## config.mk

```make
export PLATFORM = sky130hd
export DESIGN_NAME = xlate_ops
export DESIGN_NICKNAME = d
export VERILOG_FILES = /design/src/xlate_ops_pkg.sv /design/src/xlate_ops.sv
export SDC_FILE = /design/constraint.sdc
export NUM_CORES = 1
export LEC_CHECK = 0
export BUFFER_PORTS_ARGS = -buffer_cell sky130_fd_sc_hd__buf_2
export CAP_MARGIN = 20
export CORE_UTILIZATION = 41
export DETAILED_ROUTE_END_ITERATION = 8
export HOLD_SLACK_MARGIN = 0.08
export SETUP_SLACK_MARGIN = 0.02
export SYNTH_ARGS = -nofsm -noshare
export SYNTH_HDL_FRONTEND = slang
export SYNTH_SLANG_ARGS = --single-unit
```

## constraint.sdc

```tcl
create_clock -name hclk -period 4.8 [get_ports hclk]
set_input_delay 0.48 -clock hclk [delete_from_list [all_inputs] [get_ports hclk]]
set_output_delay 0.48 -clock hclk [all_outputs]
set_load 0.05 [all_outputs]
```

## src/xlate_ops_pkg.sv

```systemverilog
// constants, encodings and state layout of the global address translation command bank
package xlate_ops_pkg;

  // ==========================================================================
  // register map (byte offsets inside the block's window)
  localparam int unsigned NUM_CMDS = 6;
  localparam logic [7:0] OFS_CMD_BASE = 8'h00;
  localparam logic [7:0] OFS_CMD_END = 8'h30;
  localparam logic [7:0] OFS_RESULT_LO = 8'h30;
  localparam logic [7:0] OFS_RESULT_HI = 8'h34;
  localparam logic [7:0] OFS_STATUS = 8'h38;
  localparam int unsigned OFS_ALIAS_BIT = 6;
  localparam int unsigned OFS_OUT_BIT = 7;
  localparam int unsigned CMD_HI_BIT = 2;
  localparam int unsigned CMD_IDX_LSB = 3;

  // ==========================================================================
  // field positions and widths
  localparam int unsigned ADDR_LSB = 12;
  localparam int unsigned NDX_MSB = 7;
  localparam int unsigned STATUS_ACTIVE_BIT = 0;
  localparam int unsigned WIDE_IA_W = 52;
  localparam int unsigned NARROW_IA_W = 20;

  // ==========================================================================
  // reset values
  localparam logic [63:0] RESULT_RST = 64'h0;
  localparam logic [31:0] RDATA_RST = 32'h0;
  localparam logic [1:0] ACTIVE_RST = 2'h0;

  // ==========================================================================
  // banks, bus codes, commands and engine states
  localparam logic BANK_SEC = 1'b0;
  localparam logic BANK_NS = 1'b1;
  localparam logic [1:0] HTRANS_NONSEQ = 2'h2;

  typedef enum logic [2:0] {
    CMD_S1_PRIV_READ = 3'b000,
    CMD_S1_PRIV_WRITE = 3'b001,
    CMD_S1_UNPRIV_READ = 3'b010,
    CMD_S1_UNPRIV_WRITE = 3'b011,
    CMD_S12_PRIV_READ = 3'b100,
    CMD_S12_PRIV_WRITE = 3'b101
  } cmd_e;

  typedef enum logic [1:0] {
    ENG_IDLE = 2'b00,
    ENG_REQ = 2'b01,
    ENG_WAIT = 2'b10
  } eng_e;

  typedef struct packed {
    logic wr_pend;
    logic [7:0] wr_off;
    logic wr_ns;
    logic [31:0] rdata;
    eng_e eng;
    logic [1:0] active;
    logic [63:0] res_sec;
    logic [63:0] res_ns;
    logic req_bank;
    logic [WIDE_IA_W-1:0] req_addr;
    logic [7:0] req_ndx;
    cmd_e req_cmd;
  } state_s;

endpackage : xlate_ops_pkg

```

## src/xlate_ops.sv

```systemverilog
// global address translation command registers with AHB-Lite slave and engine request port
// Contract
// - a 32-bit write to a command's low word is taken as 64 bits, upper zero.
// - a 32-bit write to a command's high word does nothing.
// - a low-word command write made while none is active starts a translation; the outcome lands in the result register.
// - wide form: 64-bit write-only, address 63:12, reserved 11:8, bank index 7:0.
// - narrow form: 32-bit write-only, address field in bits 31:12.
// - bits 7:0 of the written value pick the stage 1 context bank.
// - stage 1 privileged read command translates with stage 1 only, privileged read.
// - combined privileged read command translates stage 1 then stage 2, privileged read.
// - privileged write commands, both forms, translate as a privileged write.
// - privileged read commands translate as a privileged read.
// - stage 1 unprivileged read command translates as an unprivileged read.
// - stage 1 unprivileged write command translates as an unprivileged write.
// - the access's security state picks the secure or non-secure register copy.
// - secure software can write the non-secure copy through a secure alias.
// - the whole command set is optional and may be left out.
// - status bit 0 shows a translation outstanding until the result is written.
//
// The AHB-Lite register port and the placing of the registers are this design's own decisions.
module xlate_ops
  import xlate_ops_pkg::*;
#(
  parameter bit WIDE = 1'b1,
  parameter bit XLATE_PRESENT = 1'b1,
  parameter int unsigned IA_W = WIDE ? WIDE_IA_W : NARROW_IA_W
) (
  // clock and reset
  input wire logic hclk,
  input wire logic hresetn,
  // ahb-lite slave
  input wire logic hsel,
  input wire logic [31:0] haddr,
  input wire logic [1:0] htrans,
  input wire logic hwrite,
  input wire logic [2:0] hsize,
  input wire logic hnonsec,
  input wire logic hready,
  input wire logic [31:0] hwdata,
  output logic [31:0] hrdata,
  output logic hreadyout,
  output logic hresp,
  // request to the translation engine
  output logic req_valid,
  input wire logic req_ready,
  output logic [IA_W-1:0] req_addr,
  output logic [7:0] req_ndx,
  output logic req_stage2,
  output logic req_priv,
  output logic req_write,
  output logic req_nonsec,
  // result from the translation engine
  input wire logic res_valid,
  input wire logic [63:0] res_data
);

  // ==========================================================================
  // state and decode
  state_s s_q;
  state_s s_d;

  logic addr_ok;
  logic rd_take;
  logic rd_alias;
  logic rd_bank_ok;
  logic rd_bank;
  logic [7:0] rd_view;
  logic wr_alias;
  logic wr_bank_ok;
  logic wr_bank;
  logic [7:0] wr_view;
  logic cmd_write;
  logic cmd_hi;
  logic cmd_lo;
  logic cmd_start;
  logic [2:0] cmd_idx;

  assign addr_ok = hsel && hready && (htrans == HTRANS_NONSEQ);
  assign rd_take = addr_ok && !hwrite;
  assign rd_alias = haddr[OFS_ALIAS_BIT];
  assign rd_view = {2'b00, haddr[5:0]};
  // the alias window belongs to secure software only
  assign rd_bank_ok = !(rd_alias && hnonsec) && !haddr[OFS_OUT_BIT];
  assign rd_bank = rd_alias ? BANK_NS : hnonsec;

  assign wr_alias = s_q.wr_off[OFS_ALIAS_BIT];
  assign wr_view = {2'b00, s_q.wr_off[5:0]};
  assign wr_bank_ok = !(wr_alias && s_q.wr_ns) && !s_q.wr_off[OFS_OUT_BIT];
  assign wr_bank = wr_alias ? BANK_NS : s_q.wr_ns;
  assign cmd_idx = wr_view[CMD_IDX_LSB +: 3];
  // an absent command set accepts writes and ignores them
  assign cmd_write = s_q.wr_pend && wr_bank_ok && XLATE_PRESENT && (wr_view < OFS_CMD_END);
  assign cmd_hi = cmd_write && wr_view[CMD_HI_BIT];
  assign cmd_lo = cmd_write && !wr_view[CMD_HI_BIT];
  // a command during an active one is dropped; result stays that of the first
  assign cmd_start = cmd_lo && (s_q.eng == ENG_IDLE);

  // ==========================================================================
  // next state
  always_comb begin
    s_d = s_q;
    // bus: latch the write address phase, write data follows a cycle later
    s_d.wr_pend = addr_ok && hwrite;
    if (addr_ok && hwrite) begin
      s_d.wr_off = haddr[7:0];
      s_d.wr_ns = hnonsec;
    end
    // read data is produced at the address phase so it stands in the data phase
    if (rd_take) begin
      s_d.rdata = RDATA_RST;
      if (rd_bank_ok && XLATE_PRESENT) begin
        case (rd_view)
          OFS_RESULT_LO: begin
            s_d.rdata = rd_bank ? s_q.res_ns[31:0] : s_q.res_sec[31:0];
          end
          OFS_RESULT_HI: begin
            s_d.rdata = rd_bank ? s_q.res_ns[63:32] : s_q.res_sec[63:32];
          end
          OFS_STATUS: begin
            s_d.rdata[STATUS_ACTIVE_BIT] = s_q.active[rd_bank];
          end
          default: begin
            s_d.rdata = RDATA_RST;
          end
        endcase
      end
    end
    // engine handshake
    case (s_q.eng)
      ENG_IDLE: begin
        if (cmd_start) begin
          // the 32-bit word is the whole command: upper half is zero
          s_d.req_addr = {{(WIDE_IA_W - 20){1'b0}}, hwdata[31:ADDR_LSB]};
          s_d.req_ndx = hwdata[NDX_MSB:0];
          s_d.req_cmd = cmd_e'(cmd_idx);
          s_d.req_bank = wr_bank;
          s_d.active[wr_bank] = 1'b1;
          s_d.eng = ENG_REQ;
        end
      end
      ENG_REQ: begin
        if (req_ready) begin
          s_d.eng = ENG_WAIT;
        end
      end
      ENG_WAIT: begin
        if (res_valid) begin
          if (s_q.req_bank) begin
            s_d.res_ns = res_data;
          end else begin
            s_d.res_sec = res_data;
          end
          s_d.active[s_q.req_bank] = 1'b0;
          s_d.eng = ENG_IDLE;
        end
      end
      default: begin
        s_d.eng = ENG_IDLE;
      end
    endcase
  end

  always_ff @(posedge hclk or negedge hresetn) begin
    if (!hresetn) begin
      s_q <= '{
        wr_pend: 1'b0,
        wr_off: 8'h00,
        wr_ns: 1'b0,
        rdata: RDATA_RST,
        eng: ENG_IDLE,
        active: ACTIVE_RST,
        res_sec: RESULT_RST,
        res_ns: RESULT_RST,
        req_bank: BANK_SEC,
        req_addr: '0,
        req_ndx: 8'h00,
        req_cmd: CMD_S1_PRIV_READ
      };
    end else begin
      s_q <= s_d;
    end
  end

  // ==========================================================================
  // outputs
  assign hrdata = s_q.rdata;
  assign hreadyout = 1'b1;
  assign hresp = 1'b0;
  assign req_valid = (s_q.eng == ENG_REQ);
  assign req_addr = s_q.req_addr[IA_W-1:0];
  assign req_ndx = s_q.req_ndx;
  assign req_nonsec = s_q.req_bank;
  // command attributes: stage, privilege and direction
  assign req_stage2 = (s_q.req_cmd == CMD_S12_PRIV_READ) || (s_q.req_cmd == CMD_S12_PRIV_WRITE);
  assign req_priv = (s_q.req_cmd != CMD_S1_UNPRIV_READ) && (s_q.req_cmd != CMD_S1_UNPRIV_WRITE);
  assign req_write = s_q.req_cmd[0];

  // ==========================================================================
  // assertions
  logic [2:0] exp_cmd_q;
  always_ff @(posedge hclk or negedge hresetn) begin
    if (!hresetn) begin
      exp_cmd_q <= 3'h0;
    end else if (cmd_start) begin
      exp_cmd_q <= cmd_idx;
    end
  end

  a_low_write_addr: assert property (
    @(posedge hclk) disable iff (!hresetn)
    cmd_start |=> req_valid && (s_q.req_addr == {32'h0, $past(hwdata[31:12])}))
    else $error("low word write did not start a zero-extended request");

  a_high_write_none: assert property (
    @(posedge hclk) disable iff (!hresetn)
    cmd_hi && !res_valid |=> (s_q.active == $past(s_q.active)) && (s_q.eng == $past(s_q.eng) || req_ready))
    else $error("high word write changed the engine");

  a_bank_index: assert property (
    @(posedge hclk) disable iff (!hresetn)
    cmd_start |=> (req_ndx == $past(hwdata[7:0])) && (req_nonsec == $past(wr_bank)))
    else $error("context bank index or bank not passed");

  a_attr_stage: assert property (
    @(posedge hclk) disable iff (!hresetn)
    req_valid |-> req_stage2 == (exp_cmd_q[2] == 1'b1) && req_write == exp_cmd_q[0])
    else $error("stage or direction attribute wrong");

  a_attr_priv: assert property (
    @(posedge hclk) disable iff (!hresetn)
    req_valid |-> req_priv == !(exp_cmd_q == 3'h2 || exp_cmd_q == 3'h3))
    else $error("privilege attribute wrong");

  a_active_held: assert property (
    @(posedge hclk) disable iff (!hresetn)
    $rose(req_valid) |-> s_q.active[req_nonsec] throughout (s_q.eng != ENG_IDLE)[*1])
    else $error("status not active while request outstanding");

  a_result_store: assert property (
    @(posedge hclk) disable iff (!hresetn)
    (s_q.eng == ENG_WAIT) && res_valid |=>
      !s_q.active[$past(req_nonsec)] && ((req_nonsec ? s_q.res_ns : s_q.res_sec) == $past(res_data)))
    else $error("result not stored or status not cleared");

  a_cmd_read_zero: assert property (
    @(posedge hclk) disable iff (!hresetn)
    rd_take && (rd_view < OFS_CMD_END) && !res_valid && !cmd_start |=>
      (hrdata == 32'h0) && $stable(s_q.active))
    else $error("command register read not zero");

  a_busy_drop: assert property (
    @(posedge hclk) disable iff (!hresetn)
    cmd_lo && (s_q.eng != ENG_IDLE) |=> $stable(s_q.req_addr) && $stable(s_q.req_ndx))
    else $error("command during active one changed the request");

  a_absent_quiet: assert property (
    @(posedge hclk) disable iff (!hresetn)
    !XLATE_PRESENT |-> !req_valid)
    else $error("request issued with command set absent");

  // ==========================================================================
  // engine handshake, status, bank selection, attribute and read data checks
  a_one_outstanding: assert property (
    @(posedge hclk) disable iff (!hresetn)
    !(s_q.active[0] && s_q.active[1]))
    else $error("two translations outstanding at once");

  a_req_hold: assert property (
    @(posedge hclk) disable iff (!hresetn)
    req_valid && !req_ready |=>
      req_valid && $stable(req_addr) && $stable(req_ndx) && $stable(req_nonsec))
    else $error("request dropped or changed before acceptance");

  a_accept_clear: assert property (
    @(posedge hclk) disable iff (!hresetn)
    req_valid && req_ready |=>
      !req_valid && (s_q.eng == ENG_WAIT))
    else $error("accepted request not withdrawn");

  a_result_ignored: assert property (
    @(posedge hclk) disable iff (!hresetn)
    res_valid && (s_q.eng != ENG_WAIT) |=>
      $stable(s_q.res_sec) && $stable(s_q.res_ns))
    else $error("result taken with no translation waiting");

  a_status_set: assert property (
    @(posedge hclk) disable iff (!hresetn)
    cmd_start |=>
      s_q.active[req_nonsec] && (s_q.eng == ENG_REQ))
    else $error("status not raised by a command");

  a_status_read: assert property (
    @(posedge hclk) disable iff (!hresetn)
    rd_take && rd_bank_ok && XLATE_PRESENT && (rd_view == OFS_STATUS) |=>
      hrdata == {31'h0, $past(s_q.active[rd_bank])})
    else $error("status read does not show the active flag");

  a_copy_select: assert property (
    @(posedge hclk) disable iff (!hresetn)
    cmd_start && !wr_alias |=>
      req_nonsec == $past(s_q.wr_ns))
    else $error("command copy does not follow the access security");

  a_alias_select: assert property (
    @(posedge hclk) disable iff (!hresetn)
    cmd_start && wr_alias |=>
      req_nonsec && $past(!s_q.wr_ns))
    else $error("alias write did not reach the non-secure copy");

  a_alias_ns_quiet: assert property (
    @(posedge hclk) disable iff (!hresetn)
    s_q.wr_pend && wr_alias && s_q.wr_ns |=>
      !$rose(req_valid))
    else $error("non-secure alias write started a translation");

  a_upper_zero: assert property (
    @(posedge hclk) disable iff (!hresetn)
    req_valid |->
      s_q.req_addr[WIDE_IA_W-1:NARROW_IA_W] == '0)
    else $error("upper input address bits not zero");

  a_high_no_start: assert property (
    @(posedge hclk) disable iff (!hresetn)
    cmd_hi |=>
      !$rose(req_valid))
    else $error("high word write started a translation");

  a_s1_only: assert property (
    @(posedge hclk) disable iff (!hresetn)
    req_valid && (exp_cmd_q == 3'h0) |->
      !req_stage2 && req_priv && !req_write)
    else $error("stage 1 privileged read attributes wrong");

  a_s12_attr: assert property (
    @(posedge hclk) disable iff (!hresetn)
    req_valid && exp_cmd_q[2] |->
      req_stage2 && req_priv)
    else $error("combined stage command attributes wrong");

  a_priv_write: assert property (
    @(posedge hclk) disable iff (!hresetn)
    req_valid && (exp_cmd_q == 3'h1 || exp_cmd_q == 3'h5) |->
      req_write && req_priv)
    else $error("privileged write attributes wrong");

  a_unpriv_attr: assert property (
    @(posedge hclk) disable iff (!hresetn)
    req_valid && (exp_cmd_q == 3'h2 || exp_cmd_q == 3'h3) |->
      !req_stage2 && !req_priv && (req_write == exp_cmd_q[0]))
    else $error("unprivileged command attributes wrong");

  a_busy_status: assert property (
    @(posedge hclk) disable iff (!hresetn)
    cmd_lo && (s_q.eng == ENG_REQ) |=>
      $stable(s_q.active) && $stable(s_q.req_cmd))
    else $error("command during active one changed the status");

  a_unmapped_zero: assert property (
    @(posedge hclk) disable iff (!hresetn)
    rd_take && haddr[OFS_OUT_BIT] |=>
      hrdata == 32'h0)
    else $error("unmapped read not zero");

  a_rdata_stand: assert property (
    @(posedge hclk) disable iff (!hresetn)
    !rd_take |=>
      $stable(hrdata))
    else $error("read data changed without a read");

  a_absent_read_zero: assert property (
    @(posedge hclk) disable iff (!hresetn)
    rd_take && !XLATE_PRESENT |=>
      hrdata == 32'h0)
    else $error("read not zero with command set absent");

  c_translate: cover property (@(posedge hclk) disable iff (!hresetn) cmd_start ##[1:20] res_valid);
  c_alias_write: cover property (@(posedge hclk) disable iff (!hresetn) cmd_start && wr_alias);
  c_high_write: cover property (@(posedge hclk) disable iff (!hresetn) cmd_hi);
  c_busy_write: cover property (@(posedge hclk) disable iff (!hresetn) cmd_lo && (s_q.eng != ENG_IDLE));
  c_ns_result: cover property (@(posedge hclk) disable iff (!hresetn)
    res_valid && req_nonsec && (s_q.eng == ENG_WAIT));

endmodule : xlate_ops

```

# [After elaboration in Yosys (flattened, before gate mapping)]
# Index checks and enable logic that the tools add are counted.
[word_totals] reg_bits=206 latchBits=0 ramBits=0 mem_bits_ro=0 inputBits=141 out_inout_bits=99 memories=0
[op_classes] add_sub_neg=0 multipliers=0 div=0 n_lt_le_gt_ge=6 n_eq_ne=13 shift=0 n_mux=20 bitwise=4 n_reduce_logical=29
[op_table] op="$mux 132" count=1
[op_table] op="$mux 64" count=2
[op_table] op="$mux 32" count=3
[op_table] op="$pmux 31 s2" count=1
[op_table] op="$eq 6x6->1 const B" count=3
[op_table] op="$logic_and 1x1->1" count=15
[op_table] op="$reduce_and 3->1" count=4
[op_table] op="$eq 3x3->1 const B" count=2
[op_table] op="$logic_not 1->1" count=6
[op_table] op="$lt 1x2->1 const B" count=3
[op_table] op="$lt 6x6->1 const B" count=1
[op_table] op="$mux 1" count=6
[op_table] op="$ne 3x2->1 const B" count=2
[op_table] op="$pmux 2 s3" count=1
[op_table] op="$eq 2x2->1 const B" count=2
[op_table] op="$mux 4" count=1
[op_table] op="$ne 2x2->1 const B" count=2
[op_table] op="$pmux 2 s2" count=1
[op_table] op="$pmux 1 s3" count=1
[op_table] op="$and 2x2->2" count=1
[op_table] op="$demux 1 s1" count=2
[op_table] op="$eq 2x1->1 const B" count=1
[op_table] op="$ge 1x1->1 const B" count=2
[op_table] op="$logic_not 2->1" count=1
[op_table] op="other kinds (8)" count=8

# [Longest topological paths before layout]
[depth] ltp_word=9 mapped_depth=6 mapped_depth_nobuf=4

# [Worst setup path after synthesis]
# OpenSTA, ideal clock, no wires.
[synth_timing] path_kind="reg-to-reg" from="reg s_q, in the netlist req_nonsec" to="reg s_q[131] (netlist bit)" t_arrival_ns=1.620 required_time_ns=4.672 path_slack_ns=3.052 path_stages_with_launch=4 cell_sequence="dfrtp_1 -> nor3_4 -> buf_6 -> mux2_1"
[synth_via] elab_chain_len=2
[synth_lines] item="from (decl)" line="xlate_ops.sv:59" source="state_s s_q;"
[synth_lines] item="from (signal assigned)" line="xlate_ops.sv:165" source="s_q <= '{"
[synth_lines] item="$not 1->1 (no line)"
[synth_lines] item="$reduce_and 3->1 (no line)"
# Every way passes these cells.
# A chain may end at the register's enable or synchronous reset.

# [Worst setup path after layout]
[layout_timing] from="reg s_q[195] (netlist bit)" to="reg s_q[127] (netlist bit)"
[layout_via] elab_chain_len=2
[layout_lines] item="$eq 2x2->1" line="xlate_ops.sv:129" source="case (s_q.eng)"
[layout_lines] item="$reduce_and 3->1 (no line)"
# Every way passes these cells.

==> flow_summary.toml <==
[outcome]
outcome = "finished, final reports clean"

[setup_path]
r2r_setup_slack_ps = 2490
end_kind = "flip-flop"
r2r_start = "s_q[195]"
critPathArrivalTime_ps = 2680
r2r-end = "s_q[127]"
r2r_cells = 5
path_max_fanout = 37
cp-startpoint = "s_q[195]"
worstSetupStartpointType = "flip-flop"
crit_type = "reg2reg"
cp.required_ps = 5180
cp-endpoint = "s_q[127]"

[placement]
gp_congestion = 0.7623
dp_slack_ps = 2304
place_hpwl_mm = 12.71
portBuffers = 174
dpl_cell_area_sq_mm = 0.01012

[sta]
tns_ps = 0
rsz0062_at_grt = "no"
fin_crit_ps = 2305
skew_ps = 8.315
finalMaxSlewViolations = 0
timing.fmax_mhz = 433.8
tightest_slew_ps = 1097
fin_crit_sh = 0.4802
hold_violations = 0
slew_headroom = 0.2686
setup_violations = 0
setup_slack_ps = 2495

[clock_tree]
cts_buffers = 23
cts.sinks = 204
htree_levels = 1
post_cts_buffers = 0
cts_hold_buffers = 0
clockBufferDepth = 3
clk_pin_slew_ps = 60
post_cts_resize_count = 0
clock_latency_ps = 500
clockRootBuffer = "clkbuf_16"
cts_tree = "done"

[global_routing]
grt_pass1_vias = 6084
antenna_found_initial = 3
grt_pass1_wl_mm = 32.81
gr-total-overflow = 0
grt_max_degree = 112
grt_use_total = 0.1715

[floorplanning]
ios = 240
fp-row-count = 55
fp.coreArea_sq_mm = 0.02285
die_area_sq_mm = 0.02410
die_w_um = 155.2
die_h_um = 155.2
initial_core_util = 0.4214

[hold_path]
hp-class = "in2async"

[pwr]
power.total_uw = 5678
peakVddDrop_mv = 0.2751
power_density_mw_per_mm2 = 518.5
p_leak_uw = 0.005452

[route]
wl_per_cell_um = 18.59
drt_iter0_drc = 230
avgViaCountPerCell = 4.967
ant_nets = 0
via_count = 5484
routed_wl_mm = 20.52
drc = 0
firstDrtPassIters = 4

[yosys]
synthTopCellsByArea = "dfrtp_1 (53%), mux2_4 (12%), mux2_2 (8.3%), buf_4 (7.8%), mux2i_1 (6.6%)"
yosys_warnings = 0
yosys.area.top_type = "dfrtp_1"
postSynthAreaPerCell_sq_um = 14.48
synthArstFlopShare = 1.000
synth_enable_flop_cells = 0
synth_ff_type = "dfrtp_1"
synth_commonest_cells = "dfrtp_1 (204), buf_4 (100), mux2_4 (76), mux2_2 (71), mux2i_1 (63)"
synth_top_area_frac = 0.5303
synth_most_common_cell = "dfrtp_1"
synth_area_sq_mm = 0.009627
syn_inst = 665
synth_cell_types = 37
synth-seq-cells = 204
synth-seq-area-share = 0.5303

[layout]
nFillCells = 2040
area_growth_pct = 13.75
fin_nets = 914
drive_gt1_frac = 0.4766
fin_area_sq_mm = 0.01095

[flow_run]
maxCapViolCount = 0
cell type report:
cell class / instances / area (sq um) / share of cell area
Tap cell: 313 / 391.6 / 0.03576
Antenna cell: 2 / 5.005 / 0.0004570
Multi-Input combinational cell: 361 / 3662 / 0.3344
Clock buffer: 34 / 686.9 / 0.06273
Timing Repair Buffer: 180 / 949.7 / 0.08672
Sequential cell: 204 / 5105 / 0.4662
Clock inverter: 7 / 138.9 / 0.01268
Inverter: 3 / 11.26 / 0.001028
placed cells by master (no fill, tap or decap), drive strengths merged:
cell / count
clkbuf: 35
nor3: 2
and4bb: 1
mux2i: 63
conb: 34
mux2: 166
a2bb2oi: 1
nor3b: 1
a211oi: 1
bufinv: 4
mux4: 1
nand2b: 4
nor2: 5
o21a: 1
nand2: 7
inv: 3
o22ai: 31
dfrtp: 204
nand4b: 1
and4b: 1
o21ai: 2
clkinv: 3
nand3b: 1
and3b: 1
nor2b: 1
a22o: 31
or3b: 1
buf: 179
diode: 2
a21oi: 2
nand3: 2
flip-flops by register name (all words and copies together) (netlist names):
register	count
cmd_idx	3
hrdata	32
req_addr	20
s_q	139
req_nonsec	1
req_write	1
req_ndx	8
worst min path at each step:
stage          cells past startpoint  startpoint         end  slack (ps)
2_1_floorplan                      0     hresetn  cmd_idx[0]         180
3_3_place_gp                       1    s_q[170]    s_q[170]         470
3_5_place_dp                       2   hrdata[0]   hrdata[0]         470
4_1_cts                            1     hresetn    s_q[108]          90
5_1_grt                            1     hresetn    s_q[109]          90
6_report                           1     hresetn    s_q[172]          40
metal layers:
layer | track usage | up-vias | routed length [um]
met5 | 0 | - | 11
li1 | - | 2471 | -
met2 | 0.3048 | 163 | 10370
met1 | 0.2081 | 2815 | 8494
met4 | 0.04715 | 2 | 450
met3 | 0.03928 | 33 | 1196
report_power, final:
part	total (uW)	internal [uW]	switching (uW)
logic	1300	644	661
clock network	1900	1200	694
registers	2480	2210	272
total	5680	4050	1630
critical path, stage by stage (launching register included):
cell and delay (ps):
dfrtp_1 430, nand2_2 120, nor2_1 90, nand2_4 530
buf_4 610, mux2_2 400
cells by family after synthesis:
group	after synthesis	share of synthesized area
mux	230	0.2917
flops	204	0.5303
buf+inv	132	0.1032
compound gates	69	0.05342
simple gates	28	0.02067
other cells	2	0.0007801
through the flow:
stage	util	instances	hold WS, ps
floorplan	-	697	184.4
global placement	0.4429	1061	467.0
detailed placement	0.4429	1061	469.4
CTS	0.4791	1102	86.43
global route	0.4793	1104	94.31
finish	0.4793	1104	37.01
No activity file was read; power rests on OpenSTA's default activity.
